**config.mk**
```make
export PLATFORM = sky130hd
export DESIGN_NAME = pbr_reset_gap_ctrl
export DESIGN_NICKNAME = d
export VERILOG_FILES = /design/src/rtl/pbr_pkg.sv /design/src/rtl/pbr_req_decoder.sv /design/src/rtl/pbr_reset_gap_ctrl.sv
export SDC_FILE = /design/constraint.sdc
export NUM_CORES = 1
export LEC_CHECK = 0
export BUFFER_PORTS_ARGS = -buffer_cell sky130_fd_sc_hd__buf_2
export CAP_MARGIN = 10
export CELL_PAD_IN_SITES_DETAIL_PLACEMENT = 1
export CELL_PAD_IN_SITES_GLOBAL_PLACEMENT = 1
export CORE_MARGIN = 2
export CORE_UTILIZATION = 42
export CTS_BUF_LIST = sky130_fd_sc_hd__clkbuf_16
export DETAILED_ROUTE_END_ITERATION = 8
export GPL_TIMING_DRIVEN = 0
export PLACE_DENSITY_LB_ADDON = 0.1
export SYNTH_ARGS = -nofsm -noshare
export SYNTH_HDL_FRONTEND = slang
export SYNTH_SLANG_ARGS = --single-unit
```
**constraint.sdc**
```tcl
create_clock -name clk -period 2.3 [get_ports clk]
set_input_delay 0.23 -clock clk [delete_from_list [all_inputs] [get_ports clk]]
set_output_delay 0.23 -clock clk [all_outputs]
set_load 0.1 [all_outputs]
```
**src/rtl/pbr_pkg.sv**
```systemverilog
package pbr_pkg;
    // Serial request framing on the link request line
    localparam int REQ_TYPE_BITS = 3;
    localparam int REQ_ADDR_BITS = 4;
    localparam int REQ_DATA_BITS = 8;
    localparam int BUS_REQ_BODY_BITS = 3;
    localparam int ACCEL_BODY_BITS = 2;
    localparam int RD_BODY_BITS = REQ_ADDR_BITS + 1;
    localparam int WR_BODY_BITS = REQ_ADDR_BITS + REQ_DATA_BITS + 1;

    // Request type codes carried in the second to fourth bits
    localparam logic [2:0] REQ_IMM = 3'h0;
    localparam logic [2:0] REQ_ISO = 3'h1;
    localparam logic [2:0] REQ_PRI = 3'h2;
    localparam logic [2:0] REQ_FAIR = 3'h3;
    localparam logic [2:0] REQ_RD = 3'h4;
    localparam logic [2:0] REQ_WR = 3'h5;
    localparam logic [2:0] REQ_ACCEL = 3'h6;
    localparam logic [2:0] REQ_RSVD = 3'h7;

    // Register addresses
    localparam logic [3:0] ADDR_RESET_HOLDOFF_GAP = 4'h1;
    localparam logic [3:0] ADDR_ARBITRATION_FEATURE = 4'h5;

    // Field layout of reset_holdoff_gap_reg (first transmitted bit is bit 7)
    localparam int ROOT_HOLDOFF_BIT = 7;
    localparam int LONG_RESET_BIT = 6;
    localparam int GAP_MSB = 5;
    localparam int GAP_LSB = 0;

    // Field layout of arbitration_feature_reg
    localparam int SHORT_RESET_BIT = 6;

    // Reset values and the forced gap count
    localparam logic [5:0] GAP_COUNT_MAX = 6'h3F;
    localparam logic [5:0] GAP_COUNT_RESET = 6'h3F;
    localparam logic ROOT_HOLDOFF_RESET = 1'b0;
    localparam logic [7:0] ARB_FEATURE_RESET = 8'h00;
    localparam logic [7:0] READ_ZERO = 8'h00;

    typedef enum logic [1:0] {
        PBR_IDLE,
        PBR_TYPE,
        PBR_BODY
    } pbr_dec_state_t;
endpackage : pbr_pkg

```
**src/rtl/pbr_req_decoder.sv**
```systemverilog
`timescale 1ns/1ns
// Serial request decoder: collects a request stream, reports register reads and writes
module pbr_req_decoder
    import pbr_pkg::*;
(
    input wire logic clk,
    input wire logic rst,
    input wire logic req_bit,
    output logic rd_pulse,
    output logic wr_pulse,
    output logic [3:0] req_addr,
    output logic [7:0] req_data
);
    localparam int CNT_W = 5;

    pbr_dec_state_t state_r;
    logic [CNT_W-1:0] cnt_r;
    logic [2:0] type_r;
    logic [WR_BODY_BITS-1:0] shift_r;
    logic [CNT_W-1:0] body_len;

    // Body length after the type field, stop bit included
    always_comb begin
        unique case (type_r)
            REQ_RD: body_len = CNT_W'(RD_BODY_BITS);
            REQ_WR: body_len = CNT_W'(WR_BODY_BITS);
            REQ_ACCEL: body_len = CNT_W'(ACCEL_BODY_BITS);
            REQ_IMM, REQ_ISO, REQ_PRI, REQ_FAIR, REQ_RSVD: body_len = CNT_W'(BUS_REQ_BODY_BITS);
        endcase
    end

    // Frame sequencer: start bit, type, body; trailing extra stop bits fall in idle
    always_ff @(posedge clk) begin
        if (rst) begin
            state_r <= PBR_IDLE;
            cnt_r <= '0;
            type_r <= REQ_IMM;
        end else begin
            unique case (state_r)
                PBR_IDLE: begin
                    cnt_r <= '0;
                    if (req_bit) begin
                        state_r <= PBR_TYPE;
                    end
                end
                PBR_TYPE: begin
                    type_r <= {type_r[1:0], req_bit};
                    if (cnt_r == CNT_W'(REQ_TYPE_BITS - 1)) begin
                        cnt_r <= '0;
                        state_r <= PBR_BODY;
                    end else begin
                        cnt_r <= cnt_r + 1'b1;
                    end
                end
                PBR_BODY: begin
                    if (cnt_r == body_len - 1'b1) begin
                        state_r <= PBR_IDLE;
                        cnt_r <= '0;
                    end else begin
                        cnt_r <= cnt_r + 1'b1;
                    end
                end
            endcase
        end
    end

    // Body shift register, first bit ends up most significant
    always_ff @(posedge clk) begin
        if (rst) begin
            shift_r <= '0;
        end else if (state_r == PBR_BODY) begin
            shift_r <= {shift_r[WR_BODY_BITS-2:0], req_bit};
        end
    end

    // One-cycle completion strobes, fired on the stop bit
    always_ff @(posedge clk) begin
        if (rst) begin
            rd_pulse <= 1'b0;
            wr_pulse <= 1'b0;
        end else begin
            rd_pulse <= (state_r == PBR_BODY) && (cnt_r == body_len - 1'b1) && (type_r == REQ_RD);
            wr_pulse <= (state_r == PBR_BODY) && (cnt_r == body_len - 1'b1) && (type_r == REQ_WR);
        end
    end

    // Address and data fields; shift_r already holds the stop bit in bit 0 during the strobe cycle
    always_comb begin
        if (type_r == REQ_RD) begin
            req_addr = shift_r[RD_BODY_BITS-1 -: REQ_ADDR_BITS];
            req_data = READ_ZERO;
        end else begin
            req_addr = shift_r[WR_BODY_BITS-1 -: REQ_ADDR_BITS];
            req_data = shift_r[REQ_DATA_BITS:1];
        end
    end
endmodule : pbr_req_decoder

```
**src/rtl/pbr_reset_gap_ctrl.sv**
```systemverilog
`timescale 1ns/1ns
// Function
// - Writing one to short-reset trigger in register 5 starts an arbitrated short reset.
// - Writing one to long-reset trigger in register 1 starts reset and initialization.
// - Register 1 write loads trigger, root holdoff and gap count together.
// - Sent or received configuration packets load root holdoff and gap count.
// - Two bus resets without intervening gap write force gap count to 63.
// - Reset started by register 1 trigger write keeps the just-written gap count.
// - After sending a configuration packet, register 1 shows updated holdoff and gap.
module pbr_reset_gap_ctrl
    import pbr_pkg::*;
#(
    parameter int SYNC_STAGES = 2
) (
    input wire logic clk,
    input wire logic rst,
    // Serial request line from the link controller
    input wire logic link_request_line,
    // Configuration packet events from the packet logic
    input wire logic cfg_pkt_rx,
    input wire logic cfg_pkt_tx,
    input wire logic cfg_root_holdoff,
    input wire logic [5:0] cfg_gap_count,
    // Bus state machine handshake
    input wire logic bus_reset_begun,
    input wire logic bus_reset_seen,
    output logic short_reset_req,
    output logic long_reset_req,
    // Register read answer
    output logic rd_valid,
    output logic [3:0] rd_addr,
    output logic [7:0] rd_data,
    // Present settings
    output logic root_holdoff_flag,
    output logic [5:0] gap_count,
    output logic [7:0] arb_features
);
    // The synchronizer needs two stages before the decoder may read the line
    if (SYNC_STAGES < 2) begin : g_bad_sync
        $error("SYNC_STAGES must be at least 2");
    end

    // The gap field layout must match the packet gap count width
    if (GAP_MSB - GAP_LSB + 1 != $bits(cfg_gap_count)) begin : g_bad_gap
        $error("Gap field width differs from the packet gap count width");
    end

    // Request line synchronizer and decoder results
    logic [SYNC_STAGES-1:0] req_sync_r;
    logic req_bit;
    logic dec_rd;
    logic dec_wr;
    logic [3:0] dec_addr;
    logic [7:0] dec_data;

    // Register state and read answer
    logic root_holdoff_flag_r;
    logic [5:0] gap_count_r;
    logic long_reset_trigger_r;
    logic short_reset_trigger_r;
    logic [7:0] arb_feature_r;
    logic gap_written_r;
    logic rd_valid_r;
    logic [3:0] rd_addr_r;
    logic [7:0] rd_data_r;

    // Decoded write strobes and packet load
    logic wr_reg1;
    logic wr_reg5;
    logic cfg_load;

    // Register image decoding used by the read path
    function automatic logic [7:0] reg_image(
        input logic [3:0] addr,
        input logic holdoff,
        input logic long_trig,
        input logic [5:0] gap,
        input logic short_trig,
        input logic [7:0] arb
    );
        logic [7:0] img;
        img = READ_ZERO;
        if (addr == ADDR_RESET_HOLDOFF_GAP) begin
            img[ROOT_HOLDOFF_BIT] = holdoff;
            img[LONG_RESET_BIT] = long_trig;
            img[GAP_MSB:GAP_LSB] = gap;
        end else if (addr == ADDR_ARBITRATION_FEATURE) begin
            img = arb;
            img[SHORT_RESET_BIT] = short_trig;
        end
        return img;
    endfunction : reg_image

    // Request line crosses in from the link side through a synchronizer
    always_ff @(posedge clk) begin
        if (rst) begin
            req_sync_r <= '0;
        end else begin
            req_sync_r <= {req_sync_r[SYNC_STAGES-2:0], link_request_line};
        end
    end

    assign req_bit = req_sync_r[SYNC_STAGES-1];

    // Serial request decoding of read and write requests
    pbr_req_decoder u_dec (
        .clk(clk),
        .rst(rst),
        .req_bit(req_bit),
        .rd_pulse(dec_rd),
        .wr_pulse(dec_wr),
        .req_addr(dec_addr),
        .req_data(dec_data)
    );

    // Write strobe for one register address
    function automatic logic wr_hit(input logic [3:0] target);
        return dec_wr && (dec_addr == target);
    endfunction : wr_hit

    // Write decode
    assign wr_reg1 = wr_hit(ADDR_RESET_HOLDOFF_GAP);
    assign wr_reg5 = wr_hit(ADDR_ARBITRATION_FEATURE);
    assign cfg_load = cfg_pkt_rx || cfg_pkt_tx;

    // Root holdoff: register 1 write wins over a packet in the same cycle
    always_ff @(posedge clk) begin
        if (rst) begin
            root_holdoff_flag_r <= ROOT_HOLDOFF_RESET;
        end else if (wr_reg1) begin
            root_holdoff_flag_r <= dec_data[ROOT_HOLDOFF_BIT];
        end else if (cfg_load) begin
            root_holdoff_flag_r <= cfg_root_holdoff;
        end
    end

    // Gap count: loads from writes and packets, forced to maximum on idle resets
    always_ff @(posedge clk) begin
        if (rst) begin
            gap_count_r <= GAP_COUNT_RESET;
        end else if (wr_reg1) begin
            gap_count_r <= dec_data[GAP_MSB:GAP_LSB];
        end else if (cfg_load) begin
            gap_count_r <= cfg_gap_count;
        end else if (bus_reset_seen && !gap_written_r) begin
            gap_count_r <= GAP_COUNT_MAX;
        end
    end

    // Tracks a gap write since the last bus reset; a write in the reset cycle wins
    always_ff @(posedge clk) begin
        if (rst) begin
            gap_written_r <= 1'b0;
        end else if (wr_reg1 || cfg_load) begin
            gap_written_r <= 1'b1;
        end else if (bus_reset_seen) begin
            gap_written_r <= 1'b0;
        end
    end

    // Long reset trigger: set by write, cleared once the reset has begun
    always_ff @(posedge clk) begin
        if (rst) begin
            long_reset_trigger_r <= 1'b0;
        end else if (wr_reg1 && dec_data[LONG_RESET_BIT]) begin
            long_reset_trigger_r <= 1'b1;
        end else if (bus_reset_begun) begin
            long_reset_trigger_r <= 1'b0;
        end
    end

    // Short reset trigger: set by write, cleared once the reset has begun
    always_ff @(posedge clk) begin
        if (rst) begin
            short_reset_trigger_r <= 1'b0;
        end else if (wr_reg5 && dec_data[SHORT_RESET_BIT]) begin
            short_reset_trigger_r <= 1'b1;
        end else if (bus_reset_begun) begin
            short_reset_trigger_r <= 1'b0;
        end
    end

    // Other writable bits of register 5 are stored as written
    always_ff @(posedge clk) begin
        if (rst) begin
            arb_feature_r <= ARB_FEATURE_RESET;
        end else if (wr_reg5) begin
            arb_feature_r <= dec_data & ~(8'h01 << SHORT_RESET_BIT);
        end
    end

    // Read answer, one cycle after the read request completes
    always_ff @(posedge clk) begin
        if (rst) begin
            rd_valid_r <= 1'b0;
            rd_addr_r <= '0;
            rd_data_r <= READ_ZERO;
        end else begin
            rd_valid_r <= dec_rd;
            if (dec_rd) begin
                rd_addr_r <= dec_addr;
                rd_data_r <= reg_image(dec_addr, root_holdoff_flag_r, long_reset_trigger_r,
                                       gap_count_r, short_reset_trigger_r,
                                       arb_feature_r);
            end
        end
    end

    // Outputs straight from flip-flops
    assign short_reset_req = short_reset_trigger_r;
    assign long_reset_req = long_reset_trigger_r;
    assign rd_valid = rd_valid_r;
    assign rd_addr = rd_addr_r;
    assign rd_data = rd_data_r;
    assign root_holdoff_flag = root_holdoff_flag_r;
    assign gap_count = gap_count_r;
    assign arb_features = arb_feature_r;
endmodule : pbr_reset_gap_ctrl

```
==> impl_results.html <==
<table>
<tr><th>Metric</th><th>Value</th></tr>
<tr><th colspan="2">Clock tree</th></tr>
<tr><td>Worst skew pair latency</td><td>0.32 ns</td></tr>
<tr><td>Hold buffer count at CTS</td><td>0</td></tr>
<tr><td>Clock input transition at the sequential cells of the worst setup and hold paths</td><td>0.05 ns</td></tr>
<tr><td>Clock tree root buffer cell</td><td>sky130_fd_sc_hd__clkbuf_16</td></tr>
<tr><td>CTS H-Tree Depth</td><td>3</td></tr>
<tr><td>Clock sink count</td><td>61</td></tr>
<tr><td>Max Buffers Root-to-Sink</td><td>2</td></tr>
<tr><td>CTS Buf Count</td><td>9</td></tr>
<tr><td>CTS tree</td><td>done</td></tr>
<tr><th colspan="2">Synth</th></tr>
<tr><td>Synthesis-stage register bit count</td><td>61</td></tr>
<tr><td>Post-synth net total</td><td>299</td></tr>
<tr><td>Number of enable-type register cells in the synthesized netlist</td><td>0</td></tr>
<tr><td>Unique cell type count in the Yosys netlist</td><td>46</td></tr>
<tr><td>Area of the mapped netlist</td><td>2678 um2</td></tr>
<tr><td>Async S/R FF share, synth</td><td>0</td></tr>
<tr><td>Number of warnings reported in the yosys synthesis log</td><td>0</td></tr>
<tr><td>Cell count after synthesis</td><td>279</td></tr>
<tr><td>Most used flip-flop cell after synthesis</td><td>sky130_fd_sc_hd__dfxtp_1</td></tr>
<tr><td>Share of the yosys chip area belonging to registers</td><td>0.4561</td></tr>
<tr><td>Syn avg cell area</td><td>9.597 um2</td></tr>
<tr><th colspan="2">Floorplan</th></tr>
<tr><td>Top-level I/O count</td><td>44</td></tr>
<tr><td>Die H</td><td>83.85 um</td></tr>
<tr><td>Placement row count</td><td>29</td></tr>
<tr><td>Starting density of the core</td><td>0.4290</td></tr>
<tr><td>Placeable core area</td><td>6241 um2</td></tr>
<tr><td>DIE WIDTH</td><td>83.85 um</td></tr>
<tr><td>Die ar.</td><td>7030 um2</td></tr>
<tr><th colspan="2">Worst hold path</th></tr>
<tr><td>Type of the worst min-delay path</td><td>primary input to register</td></tr>
<tr><th colspan="2">Worst setup path</th></tr>
<tr><td>Category of the worst setup path launch point</td><td>register</td></tr>
<tr><td>Highest net fanout along the worst path</td><td>10</td></tr>
<tr><td>Critical path endpoint category</td><td>register</td></tr>
<tr><td>Data arrival, critical path</td><td>2.36 ns</td></tr>
<tr><td>Worst Path Class, Setup</td><td>register to register</td></tr>
<tr><td>Worst Path Required</td><td>2.48 ns</td></tr>
<tr><th colspan="2">Routing</th></tr>
<tr><td>Number of violations reported at the end of detailed-routing iteration 0</td><td>110</td></tr>
<tr><td>Avg Vias per Cell</td><td>5.463</td></tr>
<tr><td>Number of nets still failing antenna checks after routing</td><td>0</td></tr>
<tr><td>Average wire per standard cell</td><td>16.89 um</td></tr>
<tr><td>Detailed-route wire length</td><td>7.079 mm</td></tr>
<tr><td>Drc violations</td><td>0</td></tr>
<tr><td>DRT Pass-1 Iters</td><td>4</td></tr>
<tr><td>Vias after detailed routing</td><td>2289</td></tr>
<tr><th colspan="2">Flow run</th></tr>
<tr><td>Max-cap viol count</td><td>0</td></tr>
<tr><th colspan="2">Global routing</th></tr>
<tr><td>Total global routing track utilization</td><td>0.2090</td></tr>
<tr><td>Overflow after GRT</td><td>0</td></tr>
<tr><td>Antenna violations before repair</td><td>0</td></tr>
<tr><td>Met1 usage in global routing</td><td>0.2877</td></tr>
<tr><td>Global routing's busiest layer</td><td>met2</td></tr>
<tr><td>Pin count of the biggest net entering global routing</td><td>11</td></tr>
<tr><td>Grt met3 use</td><td>0.03660</td></tr>
<tr><td>Met2 track demand over resource in global routing</td><td>0.3331</td></tr>
<tr><td>Number of global-route vias before repair</td><td>2308</td></tr>
<tr><td>Global-route wire length before repair</td><td>11.68 mm</td></tr>
<tr><th colspan="2">Final layout</th></tr>
<tr><td>Synth-to-layout area growth</td><td>23.74%</td></tr>
<tr><td>Final instance area</td><td>3313 um2</td></tr>
<tr><td>Multi-input combinational cell area</td><td>1299 um2</td></tr>
<tr><td>Nets</td><td>357</td></tr>
<tr><td>Fill cell instance count of the final layout</td><td>734</td></tr>
<tr><td>Register area</td><td>1221 um2</td></tr>
<tr><td>Count of antenna diodes in the layout</td><td>0</td></tr>
<tr><td>Share of post-route cells with drive strength above 1</td><td>0.2222</td></tr>
<tr><td>Fin util</td><td>0.5309</td></tr>
<tr><th colspan="2">Placed design</th></tr>
<tr><td>Instance area after placement</td><td>2984 um2</td></tr>
<tr><td>Number of I/O port buffers</td><td>42</td></tr>
<tr><td>Post-placement worst setup slack</td><td>-0.04600 ns</td></tr>
<tr><td>RePlAce Congestion</td><td>0.7465</td></tr>
<tr><td>Placed wire-length estimate after detailed placement</td><td>5.010 mm</td></tr>
<tr><th colspan="2">STA</th></tr>
<tr><td>Final hold viol count</td><td>0</td></tr>
<tr><td>Min Tclk post-route</td><td>2.184 ns</td></tr>
<tr><td>Post-route worst hold slack</td><td>0.1141 ns</td></tr>
<tr><td>Highest Clock Rate</td><td>457.9 MHz</td></tr>
<tr><td>Share of the clock period used by the worst path after layout</td><td>0.9495</td></tr>
<tr><td>Final Max Tran Viols</td><td>0</td></tr>
<tr><td>Total of endpoints with negative setup slack in the final report</td><td>0</td></tr>
<tr><td>Slew @ Worst Pin</td><td>0.7076 ns</td></tr>
<tr><td>Setup slack of the critical path after layout</td><td>0.1162 ns</td></tr>
<tr><td>Max_slew headroom</td><td>0.5283</td></tr>
<tr><td>Worst setup skew after layout</td><td>0.005453 ns</td></tr>
<tr><th colspan="2">Run status</th></tr>
<tr><td>Status</td><td>complete, no violations</td></tr>
<tr><th colspan="2">Power</th></tr>
<tr><td>Leakage power total</td><td>1.290 nW</td></tr>
<tr><td>Worst vdd ir</td><td>0.0004785 V</td></tr>
<tr><td>Pwr/cell area</td><td>815.8 nW/um2</td></tr>
</table>
cell usage after synthesis, drive strengths merged (4+ instances only):
| master | number | area (um2) |
|---|---|---|
| a211oi | 4 | 30.03 |
| nor4 | 6 | 52.55 |
| xor2 | 4 | 35.03 |
| inv | 12 | 45.04 |
| nand4 | 7 | 43.79 |
| xnor2 | 4 | 35.03 |
| nand2b | 7 | 43.79 |
| dfxtp | 61 | 1221 |
| clkbuf | 13 | 48.80 |
| nand2 | 13 | 48.80 |
| nor2 | 26 | 97.59 |
| o22ai | 6 | 37.54 |
| mux2 | 4 | 52.55 |
| ha | 6 | 75.07 |
| mux2i | 27 | 270.3 |
| o21ai | 8 | 40.04 |
| buf | 8 | 68.81 |
| a21oi | 24 | 120.1 |
| a32oi | 8 | 70.07 |
cells in the final DEF, fill, tap and decap left out, types with 2 or more instances in the layout:
cell / n
sky130_fd_sc_hd__nor3_1: 2
sky130_fd_sc_hd__buf_1: 2
sky130_fd_sc_hd__a21oi_1: 24
sky130_fd_sc_hd__nor4b_1: 3
sky130_fd_sc_hd__o22ai_1: 6
sky130_fd_sc_hd__nand3_1: 3
sky130_fd_sc_hd__nor2_1: 26
sky130_fd_sc_hd__clkbuf_1: 12
sky130_fd_sc_hd__dfxtp_1: 61
sky130_fd_sc_hd__buf_4: 6
sky130_fd_sc_hd__inv_1: 13
sky130_fd_sc_hd__ha_1: 6
sky130_fd_sc_hd__a32oi_1: 8
sky130_fd_sc_hd__clkinv_1: 3
sky130_fd_sc_hd__nor4_1: 5
sky130_fd_sc_hd__nand4_1: 7
sky130_fd_sc_hd__a211oi_1: 4
sky130_fd_sc_hd__clkbuf_16: 9
sky130_fd_sc_hd__or2_2: 2
sky130_fd_sc_hd__nand2_1: 13
sky130_fd_sc_hd__mux2i_1: 26
sky130_fd_sc_hd__nand2b_1: 7
sky130_fd_sc_hd__mux2_4: 2
sky130_fd_sc_hd__buf_6: 3
sky130_fd_sc_hd__nand3b_1: 3
sky130_fd_sc_hd__o21ai_0: 8
sky130_fd_sc_hd__nor2b_1: 2
sky130_fd_sc_hd__o32ai_1: 2
sky130_fd_sc_hd__xnor2_1: 4
sky130_fd_sc_hd__xor2_1: 4
sky130_fd_sc_hd__buf_2: 43
sky130_fd_sc_hd__mux2_2: 2
state kept, by name, summed over array words and instances, names as in the netlist, 2 cells and up:
signal	flops
u_dec.shift_r	13
req_sync_r	2
u_dec.type_r	3
arb_features	7
u_dec.cnt_r	5
gap_count	6
u_dec.state_r	2
rd_data	8
rd_addr	4
u_dec.body_len	4
report_power, final:
part | total [mW] | switching [mW] | internal [mW]
Combinational | 0.326 | 0.217 | 0.109
Sequential | 1.10 | 0.0181 | 1.08
Clock | 1.28 | 0.456 | 0.820
cell families after synthesis:
group | share of synthesized area
DFF | 0.4561
buffers and inverters | 0.06075
other | 0.001401
muxes | 0.1206
AOI/OAI and AO/OA | 0.1402
xor gates and xnor gates | 0.02617
adders and majority gates | 0.02804
and+or+nand+nor | 0.1668
through the flow:
| stage | instances | setup TNS, ns | total power, mW |
|---|---|---|---|
| 5_1_grt | 419 | -0.01029 | 2.795 |
| 3_5_place_dp | 398 | -0.1114 | 1.449 |
| 3_3_place_gp | 398 | -0.03899 | 1.440 |
| 2_1_floorplan | 279 | 0 | 1.365 |
| 4_1_cts | 414 | 0 | 2.718 |
| 6_report | 419 | 0 | 2.703 |
layer usage:
metal	part of all wire	wire length, um
met2	0.48	3367
met3	0.028	196
met4	0.010	71
met1	0.49	3444
met5	0	0
cell type report:
type / instances / share of cell area
plain buffers: 21 / 0.03663
clock buffers: 9 / 0.06798
clock inverters: 7 / 0.01737
inverters: 12 / 0.01360
multi-input cells: 185 / 0.3920
flip-flops and latches: 61 / 0.3686
well taps: 77 / 0.02908
repair buffers: 47 / 0.07477
worst paths after layout:
check	startpoint	end	slack, ns	cells after the start
hold reg to reg	req_sync_r[0]	req_sync_r[1]	0.44	1
hold / removal	bus_reset_begun	long_reset_req	0.11	2
setup / recovery	u_dec.type_r[0]	rd_data[4]	0.12	8
setup reg to reg	u_dec.type_r[0]	rd_data[4]	0.12	8
repair_timing:
| item | CTS | global route |
|---|---|---|
| pin swaps | 1 | 4 |
| setup endpoints to repair | 11 | 9 |
| gates resized for setup | 2 | 4 |
| endpoints found under the hold margin | 0 | 0 |
| setup buffers | 0 | 5 |
| cloned | 0 | 0 |
worst max-delay path, stage by stage, from the launching register on:
cell and delay [ns]:
sky130_fd_sc_hd__dfxtp_1 0.35, sky130_fd_sc_hd__or3b_1 0.40, sky130_fd_sc_hd__buf_6 0.15, sky130_fd_sc_hd__buf_8 0.14, sky130_fd_sc_hd__a21oi_1 0.19, sky130_fd_sc_hd__clkbuf_4 0.23, sky130_fd_sc_hd__nor2_1 0.16, sky130_fd_sc_hd__a32oi_1 0.32
sky130_fd_sc_hd__a21oi_1 0.10
(Power assumes the default switching activity.)
